===== config.mk =====
export PLATFORM = sky130hd
export DESIGN_NAME = dbr_rules
export DESIGN_NICKNAME = d
export VERILOG_FILES = /design/src/verilog/dbr_pkg.sv /design/src/verilog/dbr_bank.sv /design/src/verilog/dbr_rules.sv
export SDC_FILE = /design/constraint.sdc
export NUM_CORES = 1
export LEC_CHECK = 0
export CAP_MARGIN = 20
export CORE_MARGIN = 3
export CORE_UTILIZATION = 30
export CTS_BUF_LIST = sky130_fd_sc_hd__clkbuf_8
export DETAILED_ROUTE_END_ITERATION = 6
export DONT_BUFFER_PORTS = 1
export PLACE_DENSITY = 0.52
export SLEW_MARGIN = 20
export SYNTH_ARGS = -nofsm -noshare
export SYNTH_HDL_FRONTEND = slang
export SYNTH_HIERARCHICAL = 1
export SYNTH_SLANG_ARGS = --single-unit

===== constraint.sdc =====
create_clock -name I_CORE_CLK -period 5.4 [get_ports I_CORE_CLK]
set_clock_uncertainty 0.15 [all_clocks]
set_input_delay 0.81 -clock I_CORE_CLK [delete_from_list [all_inputs] [get_ports I_CORE_CLK]]
set_output_delay 0.81 -clock I_CORE_CLK [all_outputs]
set_load 0.01 [all_outputs]

===== src/verilog/dbr_pkg.sv =====
// Package: command codes, bank states and timing constants for the bank rule tracker
package dbr_pkg;

  // Bus widths
  localparam int BANKS      = 8;             // Internal banks
  localparam int BA_W       = 3;             // Bank address width
  localparam int ADDR_W     = 14;            // Address input width
  localparam int MR_COUNT   = 4;             // Mode registers selected by bank address
  localparam int CNT_W      = 8;             // Width of every cycle counter

  // Clock period
  localparam int CLK_PERIOD_PS = 4000;       // 250 MHz core clock

  // Analog times in picoseconds, tMRD in clocks (plain defaults)
  localparam int T_RCD_PS   = 15000;         // Activate to access delay
  localparam int T_RP_PS    = 15000;         // Precharge period
  localparam int T_WR_PS    = 15000;         // Write recovery
  localparam int T_RFC_PS   = 127500;        // Refresh cycle time
  localparam int T_XSNR_PS  = 137500;        // Self refresh exit to command
  localparam int T_MRD_TCK  = 2;             // Mode register set delay in clocks

  // Least times round up to whole clocks
  localparam logic [CNT_W-1:0] RCD_CYC  = CNT_W'((T_RCD_PS  + CLK_PERIOD_PS - 1) / CLK_PERIOD_PS);
  localparam logic [CNT_W-1:0] RP_CYC   = CNT_W'((T_RP_PS   + CLK_PERIOD_PS - 1) / CLK_PERIOD_PS);
  localparam logic [CNT_W-1:0] WR_CYC   = CNT_W'((T_WR_PS   + CLK_PERIOD_PS - 1) / CLK_PERIOD_PS);
  localparam logic [CNT_W-1:0] RFC_CYC  = CNT_W'((T_RFC_PS  + CLK_PERIOD_PS - 1) / CLK_PERIOD_PS);
  localparam logic [CNT_W-1:0] XSNR_CYC = CNT_W'((T_XSNR_PS + CLK_PERIOD_PS - 1) / CLK_PERIOD_PS);
  localparam logic [CNT_W-1:0] MRD_CYC  = CNT_W'(T_MRD_TCK);

  // Mode register 0 field positions
  localparam int MR0_BL_LSB = 0;             // Burst length field, 3 bits
  localparam int MR0_CL_LSB = 4;             // CAS latency field, 3 bits
  localparam int AP_BIT     = 10;            // Auto precharge / precharge all select
  localparam logic [2:0] BL8_CODE = 3'h3;    // Burst length code for eight
  localparam logic [CNT_W-1:0] HALF_BL4 = 8'h02; // Clocks of a four beat burst
  localparam logic [CNT_W-1:0] HALF_BL8 = 8'h04; // Clocks of an eight beat burst
  localparam logic [ADDR_W-1:0] MR_RESET = 14'h0000; // Mode register reset value

  // Decoded command on one clock edge
  typedef enum logic [2:0] {
    CMD_DESEL, CMD_NOP, CMD_ACT, CMD_RD, CMD_WR, CMD_PRE, CMD_REF, CMD_LM
  } dbr_cmd_type;

  // Per bank state
  typedef enum logic [2:0] {
    BK_IDLE, BK_ACTIVATING, BK_ACTIVE, BK_READ, BK_WRITE,
    BK_READ_AP, BK_WRITE_AP, BK_PRECHARGING
  } dbr_bank_state_type;

endpackage : dbr_pkg


===== src/verilog/dbr_bank.sv =====
// One bank state tracker with its own cycle counter
`timescale 1ns/100ps

module dbr_bank
  import dbr_pkg::*;
(
  input  wire logic                      i_clk,       // Core clock
  input  wire logic                      i_nrst,      // Synchronous reset, active low
  input  wire logic                      i_act,       // Accepted activate to this bank
  input  wire logic                      i_rd,        // Accepted read to this bank
  input  wire logic                      i_wr,        // Accepted write to this bank
  input  wire logic                      i_pre,       // Accepted precharge to this bank
  input  wire logic                      i_ap,        // Read or write with auto precharge
  input  wire logic [dbr_pkg::CNT_W-1:0] i_rd_len,    // Clocks of a read burst
  input  wire logic [dbr_pkg::CNT_W-1:0] i_wr_len,    // Clocks from write to last data
  output dbr_pkg::dbr_bank_state_type    o_state      // Present bank state
);

  dbr_bank_state_type     state_reg, state_next;     // Bank state
  logic [CNT_W-1:0]       cnt_reg, cnt_next;         // Clocks left in the state

  // Next state and counter
  always_comb begin
    state_next = state_reg;
    cnt_next   = (cnt_reg != '0) ? cnt_reg - 8'h01 : cnt_reg;
    unique case (state_reg)
      BK_IDLE: begin
        if (i_act) begin
          state_next = BK_ACTIVATING;
          cnt_next   = RCD_CYC - 8'h01;
        end
      end
      BK_ACTIVATING: begin
        if (cnt_reg == '0) state_next = BK_ACTIVE;
      end
      BK_ACTIVE, BK_READ, BK_WRITE: begin
        // Burst end returns to row active
        if ((state_reg != BK_ACTIVE) && (cnt_reg == '0)) state_next = BK_ACTIVE;
        if (i_rd) begin
          state_next = i_ap ? BK_READ_AP : BK_READ;
          cnt_next   = i_rd_len - 8'h01;
        end else if (i_wr) begin
          state_next = i_ap ? BK_WRITE_AP : BK_WRITE;
          // Write recovery added only with auto precharge
          cnt_next   = i_ap ? i_wr_len + WR_CYC - 8'h01 : i_wr_len - 8'h01;
        end else if (i_pre) begin
          state_next = BK_PRECHARGING;
          cnt_next   = RP_CYC - 8'h01;
        end
      end
      BK_READ_AP, BK_WRITE_AP: begin
        // Access period ends, precharge period starts
        if (cnt_reg == '0) begin
          state_next = BK_PRECHARGING;
          cnt_next   = RP_CYC - 8'h01;
        end
      end
      BK_PRECHARGING: begin
        // Last precharge sets the period
        if (i_pre) cnt_next = RP_CYC - 8'h01;
        else if (cnt_reg == '0) state_next = BK_IDLE;
      end
    endcase
  end

  // State registers
  always_ff @(posedge i_clk) begin
    if (!i_nrst) begin
      state_reg <= BK_IDLE;
      cnt_reg   <= '0;
    end else begin
      state_reg <= state_next;
      cnt_reg   <= cnt_next;
    end
  end

  assign o_state = state_reg;

endmodule : dbr_bank


===== src/verilog/dbr_rules.sv =====
// Command decoder and cross bank state tracker for an eight bank DDR2 device
`timescale 1ns/100ps

module dbr_rules
  import dbr_pkg::*;
(
  input  wire logic                       I_CORE_CLK,      // Core clock, 250 MHz
  input  wire logic                       I_NRST,          // Synchronous reset, active low
  input  wire logic                       I_CKE,           // Clock enable
  input  wire logic                       I_CS_N,          // Chip select, active low
  input  wire logic                       I_RAS_N,         // Row strobe, active low
  input  wire logic                       I_CAS_N,         // Column strobe, active low
  input  wire logic                       I_WE_N,          // Write enable, active low
  input  wire logic [dbr_pkg::BA_W-1:0]   I_BA,            // Bank address
  input  wire logic [dbr_pkg::ADDR_W-1:0] I_ADDR,          // Address inputs
  output logic                            O_CMD_ACT,       // Activate taken, pulse
  output logic                            O_CMD_RD,        // Read taken, pulse
  output logic                            O_CMD_WR,        // Write taken, pulse
  output logic                            O_CMD_PRE,       // Precharge taken, pulse
  output logic                            O_CMD_REF,       // Refresh taken, pulse
  output logic                            O_CMD_LM,        // Load mode taken, pulse
  output logic                            O_CMD_AP,        // Auto precharge or all banks
  output logic [dbr_pkg::BA_W-1:0]        O_CMD_BANK,      // Bank of taken act, read, write or precharge
  output logic                            O_CMD_REJECT,    // Command refused, pulse
  output logic [dbr_pkg::BANKS-1:0]       O_BANK_IDLE,     // Per bank idle
  output logic [dbr_pkg::BANKS-1:0]       O_BANK_ACTIVE,   // Per bank row active
  output logic                            O_ALL_IDLE,      // Every bank idle
  output logic                            O_DEV_BUSY,      // tMRD, tRFC or tXSNR running
  output logic                            O_RD_IN_FLIGHT,  // Read data still due
  output logic [dbr_pkg::ADDR_W-1:0]      O_MODE_REG0,     // Mode register 0
  output logic [dbr_pkg::ADDR_W-1:0]      O_MODE_REG1,     // Mode register 1
  output logic [dbr_pkg::ADDR_W-1:0]      O_MODE_REG2,     // Mode register 2
  output logic [dbr_pkg::ADDR_W-1:0]      O_MODE_REG3      // Mode register 3
);

  // Decode and qualification
  dbr_cmd_type            cmd;                        // Command on this edge
  logic                   cke_prev_reg, cke_prev_next; // CKE on the previous edge
  logic                   in_sr_reg, in_sr_next;      // Self refresh entered
  logic                   enabled;                    // Commands may be honoured
  logic                   ap;                         // A10 on this edge

  // Bank tracking
  dbr_bank_state_type     bank_state [BANKS];         // State of each bank
  logic [BANKS-1:0]       sel;                        // Addressed bank, one hot
  logic [BANKS-1:0]       bk_act, bk_rd, bk_wr, bk_pre; // Accepted strobes per bank
  logic [BANKS-1:0]       idle_vec, active_vec;       // Per bank summaries
  logic [BANKS-1:0]       rw_ok, act_ok, pre_ok;      // Per bank legality
  logic                   all_idle;                   // Every bank idle

  // Timing derived from mode register 0
  logic [CNT_W-1:0]       half_bl;                    // Burst clocks, BL/2
  logic [CNT_W-1:0]       cas_lat;                    // CAS latency
  logic [CNT_W-1:0]       wr_lat;                     // Write latency, CL-1
  logic [CNT_W-1:0]       wr_len;                     // Write to last data clocks

  // Shared counters
  logic [CNT_W-1:0]       busy_reg, busy_next;        // Device wide wait
  logic [CNT_W-1:0]       rdf_reg, rdf_next;          // Read data in flight

  // Mode registers
  logic [ADDR_W-1:0]      mode_reg  [MR_COUNT];       // Stored mode registers
  logic [ADDR_W-1:0]      mode_next [MR_COUNT];       // Next mode register values

  // Accepted command and registered outputs
  logic                   take_act, take_rd, take_wr, take_pre, take_ref, take_lm;
  logic                   reject;                     // Refused executable command
  logic [5:0]             pulse_reg, pulse_next;      // act rd wr pre ref lm
  logic                   ap_reg, ap_next;            // Registered A10
  logic [BA_W-1:0]        bank_reg, bank_next;        // Registered bank
  logic                   rej_reg, rej_next;          // Registered refusal

  // Command decode from select lines
  always_comb begin
    cmd = CMD_DESEL;
    if (!I_CS_N) begin
      unique case ({I_RAS_N, I_CAS_N, I_WE_N})
        3'h7: cmd = CMD_NOP;
        3'h3: cmd = CMD_ACT;
        3'h5: cmd = CMD_RD;
        3'h4: cmd = CMD_WR;
        3'h2: cmd = CMD_PRE;
        3'h1: cmd = CMD_REF;
        3'h0: cmd = CMD_LM;
        default: cmd = CMD_NOP;                       // Unused code does nothing
      endcase
    end
  end

  // Bank select and auto precharge bit
  assign ap = I_ADDR[AP_BIT];
  always_comb begin
    sel = '0;
    sel[I_BA] = 1'b1;
  end

  // CKE history and self refresh tracking
  always_comb begin
    cke_prev_next = I_CKE;
    in_sr_next    = in_sr_reg;
    if (cke_prev_reg && !I_CKE && !I_CS_N && (cmd == CMD_REF)) in_sr_next = 1'b1;
    else if (I_CKE) in_sr_next = 1'b0;
  end

  // Rules honoured only with CKE high twice and no wait pending
  assign enabled = cke_prev_reg && I_CKE && (busy_reg == '0);

  // Burst and latency figures from mode register 0
  always_comb begin
    half_bl = (mode_reg[0][MR0_BL_LSB +: 3] == BL8_CODE) ? HALF_BL8 : HALF_BL4;
    cas_lat = CNT_W'(mode_reg[0][MR0_CL_LSB +: 3]);
    wr_lat  = (cas_lat != '0) ? cas_lat - 8'h01 : '0;
    wr_len  = wr_lat + half_bl;
  end

  // Per bank trackers and summaries
  genvar gi;
  generate
    for (gi = 0; gi < BANKS; gi++) begin : g_bank
      dbr_bank u_bank (
        .i_clk    (I_CORE_CLK),
        .i_nrst   (I_NRST),
        .i_act    (bk_act[gi]),
        .i_rd     (bk_rd[gi]),
        .i_wr     (bk_wr[gi]),
        .i_pre    (bk_pre[gi]),
        .i_ap     (ap),
        .i_rd_len (half_bl),
        .i_wr_len (wr_len),
        .o_state  (bank_state[gi])
      );
      // Summaries of this bank
      assign idle_vec[gi]   = (bank_state[gi] == BK_IDLE);
      assign active_vec[gi] = (bank_state[gi] == BK_ACTIVE);
      // Column access needs an open row, no auto precharge pending
      assign rw_ok[gi]  = (bank_state[gi] == BK_ACTIVE) || (bank_state[gi] == BK_READ) ||
                          (bank_state[gi] == BK_WRITE);
      assign act_ok[gi] = idle_vec[gi];
      // Precharge refused during activate and auto precharge access
      assign pre_ok[gi] = !((bank_state[gi] == BK_ACTIVATING) ||
                            (bank_state[gi] == BK_READ_AP) ||
                            (bank_state[gi] == BK_WRITE_AP));
      // Strobes to this bank, plus every bank on a precharge with A10 high
      assign bk_act[gi] = take_act && sel[gi];
      assign bk_rd[gi]  = take_rd && sel[gi];
      assign bk_wr[gi]  = take_wr && sel[gi];
      assign bk_pre[gi] = take_pre && (ap ? pre_ok[gi] : sel[gi]);
    end
  endgenerate

  assign all_idle = &idle_vec;

  // Acceptance of each command against bank and device state
  always_comb begin
    take_act = 1'b0;
    take_rd  = 1'b0;
    take_wr  = 1'b0;
    take_pre = 1'b0;
    take_ref = 1'b0;
    take_lm  = 1'b0;
    reject   = 1'b0;
    if (!I_CS_N && cke_prev_reg && I_CKE) begin
      unique case (cmd)
        CMD_ACT: begin
          take_act = enabled && |(act_ok & sel);
        end
        CMD_RD: begin
          take_rd  = enabled && |(rw_ok & sel);
        end
        CMD_WR: begin
          // Write held off while read data is still due
          take_wr  = enabled && |(rw_ok & sel) && (rdf_reg == '0);
        end
        CMD_PRE: begin
          take_pre = enabled && (ap ? (&pre_ok) : |(pre_ok & sel));
        end
        CMD_REF: begin
          take_ref = enabled && all_idle;
        end
        CMD_LM: begin
          take_lm  = enabled && all_idle;
        end
        default: begin
        end
      endcase
      // Executable command that was not honoured
      reject = (cmd != CMD_NOP) && (cmd != CMD_DESEL) &&
               !(take_act || take_rd || take_wr || take_pre || take_ref || take_lm);
    end
  end

  // Device wide wait and read data tracking
  always_comb begin
    busy_next = (busy_reg != '0) ? busy_reg - 8'h01 : busy_reg;
    rdf_next  = (rdf_reg != '0) ? rdf_reg - 8'h01 : rdf_reg;
    if (take_lm) busy_next = MRD_CYC - 8'h01;
    else if (take_ref) busy_next = RFC_CYC - 8'h01;
    else if (in_sr_reg && I_CKE) busy_next = XSNR_CYC;
    // Read data lasts CL plus the burst
    if (take_rd) rdf_next = cas_lat + half_bl;
  end

  // Mode register load
  always_comb begin
    for (int i = 0; i < MR_COUNT; i++) begin
      mode_next[i] = mode_reg[i];
    end
    // Bank address picks the register, address gives contents
    if (take_lm) mode_next[I_BA[1:0]] = I_ADDR;
  end

  // Registered command report
  always_comb begin
    pulse_next = {take_act, take_rd, take_wr, take_pre, take_ref, take_lm};
    ap_next    = ap_reg;
    bank_next  = bank_reg;
    rej_next   = reject;
    if (take_act || take_rd || take_wr || take_pre) begin
      ap_next   = ap;
      bank_next = I_BA;
    end
  end

  // State registers
  always_ff @(posedge I_CORE_CLK) begin
    if (!I_NRST) begin
      cke_prev_reg <= 1'b0;
      in_sr_reg    <= 1'b0;
      busy_reg     <= '0;
      rdf_reg      <= '0;
      pulse_reg    <= '0;
      ap_reg       <= 1'b0;
      bank_reg     <= '0;
      rej_reg      <= 1'b0;
      for (int i = 0; i < MR_COUNT; i++) begin
        mode_reg[i] <= MR_RESET;
      end
    end else begin
      cke_prev_reg <= cke_prev_next;
      in_sr_reg    <= in_sr_next;
      busy_reg     <= busy_next;
      rdf_reg      <= rdf_next;
      pulse_reg    <= pulse_next;
      ap_reg       <= ap_next;
      bank_reg     <= bank_next;
      rej_reg      <= rej_next;
      for (int i = 0; i < MR_COUNT; i++) begin
        mode_reg[i] <= mode_next[i];
      end
    end
  end

  // Output drive
  assign {O_CMD_ACT, O_CMD_RD, O_CMD_WR, O_CMD_PRE, O_CMD_REF, O_CMD_LM} = pulse_reg;
  assign O_CMD_AP       = ap_reg;
  assign O_CMD_BANK     = bank_reg;
  assign O_CMD_REJECT   = rej_reg;
  assign O_BANK_IDLE    = idle_vec;
  assign O_BANK_ACTIVE  = active_vec;
  assign O_ALL_IDLE     = all_idle;
  assign O_DEV_BUSY     = (busy_reg != '0);
  assign O_RD_IN_FLIGHT = (rdf_reg != '0);
  assign O_MODE_REG0    = mode_reg[0];
  assign O_MODE_REG1    = mode_reg[1];
  assign O_MODE_REG2    = mode_reg[2];
  assign O_MODE_REG3    = mode_reg[3];

endmodule : dbr_rules


==> impl_metrics.csv <==
group,metric,value,unit
floorplan,rows,81,
pwr,ir_worst_vdd,0.155,mV
finish,final_nets,2158,
run_status,violations,"design-rule violations",
sta,setup_viol,0,
flow_run,cap_violations,0,
synthesis,ys_ff_latch,173,
global_routing,grt_use_met1,22.7,%
finish,area_delta_synth_final,10.0,%
routing,drt_iter0_drc,1262,
placed_design,portBuffers,0,
sta,hold_violations,0,
clocking,clk_pin_slew_worst_paths,110,ps
clocking,cts_repair_resize_count,0,
clocking,post-cts-setup-buffers,0,
clocking,clkLatencyLatePin,570,ps
clocking,clock_sinks,173,
placed_design,place_congestion,0.900,
worst_hold_path,holdPathStages,1,
floorplan,dieArea,53500,sq um
worst_setup_path,critPathMaxFanout,24,
global_routing,grt_remaining_overflow,0,
global_routing,grtUsageMet2,29.5,%
synthesis,synth_seq_area_share,22.8,%
worst_setup_path,crit_required,5710,ps
placed_design,dp_hpwl,34400,um
worst_setup_path,crit_type,"flip-flop to flip-flop",
worst_hold_path,min_path_type,"input port to flip-flop",
worst_setup_path,slowest_delay,820,ps
synthesis,synth_top_area_share,22.8,%
synthesis,synth_edf_count,0,
pwr,powerDensity,325,nW/um^2
sta,finalCritPeriodShare,78.5,%
routing,route.detailed.wl_per_inst,17.4,um
worst_setup_path,crit_slowest_cell,"dfxtp_1",
clocking,clock-root-buffer,"clkbuf_8",
global_routing,grt_util_met3,3.81,%
routing,drc,1,
floorplan,ios,110,
global_routing,grt_pass1_vias,14000,
clocking,cts_tree,"yes",
clocking,cts.path.max_buffers,2,
floorplan,core_area,49600,sq um
routing,routed_wl,48300,um
worst_setup_path,r2r_cells,11,
routing,ant_nets,0,
worst_setup_path,path_cells,"nand2_1, o21ai_0, o211ai_1, nor3_2, nor3_1, buf_4, or3_1, a32o_1, a221oi_1, nand3_1, o41ai_1",
finish,nFillCells,5266,
routing,vias,15000,
global_routing,top_usage_layer,"met2",
clocking,htreeDepth,4,
global_routing,grt_usage,17.7,%
synthesis,synth_ff_type,"dfxtp_1",
floorplan,die_w,231,um
sta,fmax,236,MHz
sta,fin_crit,4240,ps
sta,drv_slew,0,
synthesis,synth.area.top_cells,"dfxtp_1 23%, nor2_1 5.8%, mux2i_1 5.3%",
sta,setup-tns-final,0,ps
synthesis,yosysWarningCount,6,
synthesis,synth_largest_area_cell,"dfxtp_1",
synthesis,netlist_instances,2008,
sta,maxSlewHeadroom,27.0,%
synthesis,syn-mean-instance-area,7.58,sq um
finish,largest_register_ffs,64,
global_routing,grt_antenna_before_repair,0,
worst_setup_path,critPathLaunchType,"flip-flop",
run_status,status,"finished with violations",
clocking,numCtsBuffers,17,
global_routing,grt_max_degree,96,
floorplan,initial_core_util,30.7,%
synthesis,syn_area,15200,sq um
pwr,total_power,5.44,mW
global_routing,grt_pass1_wl,76500,um
worst_setup_path,arrival,4550,ps
clocking,cts_hold_buf,0,
synthesis,synth_cell_type_count,96,
worst_setup_path,crit_path_end_kind,"flip-flop",
pwr,p_leak,6.71,nW
sta,tightest_slew,1090,ps
synthesis,async_reset_ff_share,0,%
routing,first_pass_iters,7,
floorplan,fp.dieH,231,um
sta,rsz0062_at_grt,"false",
finish,drive_above_1_share,7.75,%
routing,viasPerCell,5.43,
==> metal layers <==
| layer | part of all wire [%] | wire length, um | vias to the layer above |
|---|---|---|---|
| met1 | 45 | 21900 | 7167 |
| li1 | - | - | 7456 |
| met4 | 2.0 | 949 | 0 |
| met2 | 48 | 23100 | 354 |
| met3 | 4.7 | 2280 | 55 |
| met5 | 0 | 0 | - |
==> cells by family (layout without fill, tap and decap cells) <==
family,after synthesis,count (layout),synth area share (%)
fa+ha+maj,43,43,3.63
mux,83,83,5.47
simple gates,830,830,30.0
xor+xnor,124,124,7.13
flops,173,173,22.8
compound gates,523,523,24.4
buf+inv,231,201,6.54
other cells,1,129,0.0246
==> worst max-delay path, delay by kind of cell, from the launching register on <==
family          cells  cell delay [ps]
compound gates      5             1410
simple gates        5             1520
buf+inv             1              210
flops               1              820
==> metrics by stage <==
stage	cell area (sq um)	setup slack [ps]	std cells	hold slack, ps	util, %
floorplan	15700	663	2134	331	-
global placement	16300	1210	2734	342	32.9
detailed placement	16300	1230	2734	354	32.9
CTS	16700	1200	2766	91.0	33.7
global route	16700	764	2768	102	33.8
finish	16700	1160	2770	157	33.8
==> path summary, 6_finish.rpt <==
check	start	to	slack, ps
setup reg to reg	g_bank[6].u_bank/o_state[1]	g_bank[2].u_bank/o_state[1]	1160
hold / removal	I_CKE	in_sr_reg	160
setup / recovery	g_bank[6].u_bank/o_state[1]	g_bank[2].u_bank/o_state[1]	1160
hold reg to reg	O_CMD_BANK[2]	O_CMD_BANK[2]	360
==> power breakdown <==
group / leakage (nW) / switching, mW / internal, mW
clock network: 0.208 / 0.635 / 0.351
logic: 5.09 / 1.49 / 1.22
registers: 1.41 / 0.232 / 1.51
==> area by class of cell <==
class                           instances  area, sq um  area share [%]
Antenna cell                            2         5.00          0.0299
Tap cell                              664          831            4.96
Inverter                              129          487            2.91
Timing Repair Buffer                   40          312            1.86
Clock buffer                           17          234            1.40
Multi-Input combinational cell       1730        11200            67.1
Sequential cell                       173         3460            20.7
Clock inverter                         15          174            1.04
==> cells in the mapped netlist, types with 36 or more instances <==
master / n
nor3b_1: 36
o21ai_0: 72
mux2i_1: 81
xnor2_1: 69
xor2_1: 55
o22ai_1: 57
nor3_1: 78
clkbuf_1: 58
ha_1: 41
nor2_1: 237
dfxtp_1: 173
nand2_1: 135
a21oi_1: 71
inv_1: 121
o211ai_1: 36
nand3_1: 60
==> placed cells by master (no fill, tap or decap), types with 22 or more instances in the layout <==
cell,n
nor2_1,236
dfxtp_1,173
nand2_1,135
conb_1,127
inv_1,121
mux2i_1,81
nor3_1,78
o21ai_0,72
a21oi_1,71
xnor2_1,69
nand3_1,60
o22ai_1,57
xor2_1,55
ha_1,40
buf_4,38
nor3b_1,36
o211ai_1,36
nand2b_1,34
a211oi_1,33
or4_1,33
nor4_1,27
nor2b_1,25
a31oi_1,25
or2_2,24
o21a_1,22
Note: power is estimated with default switching activity, not from simulation.
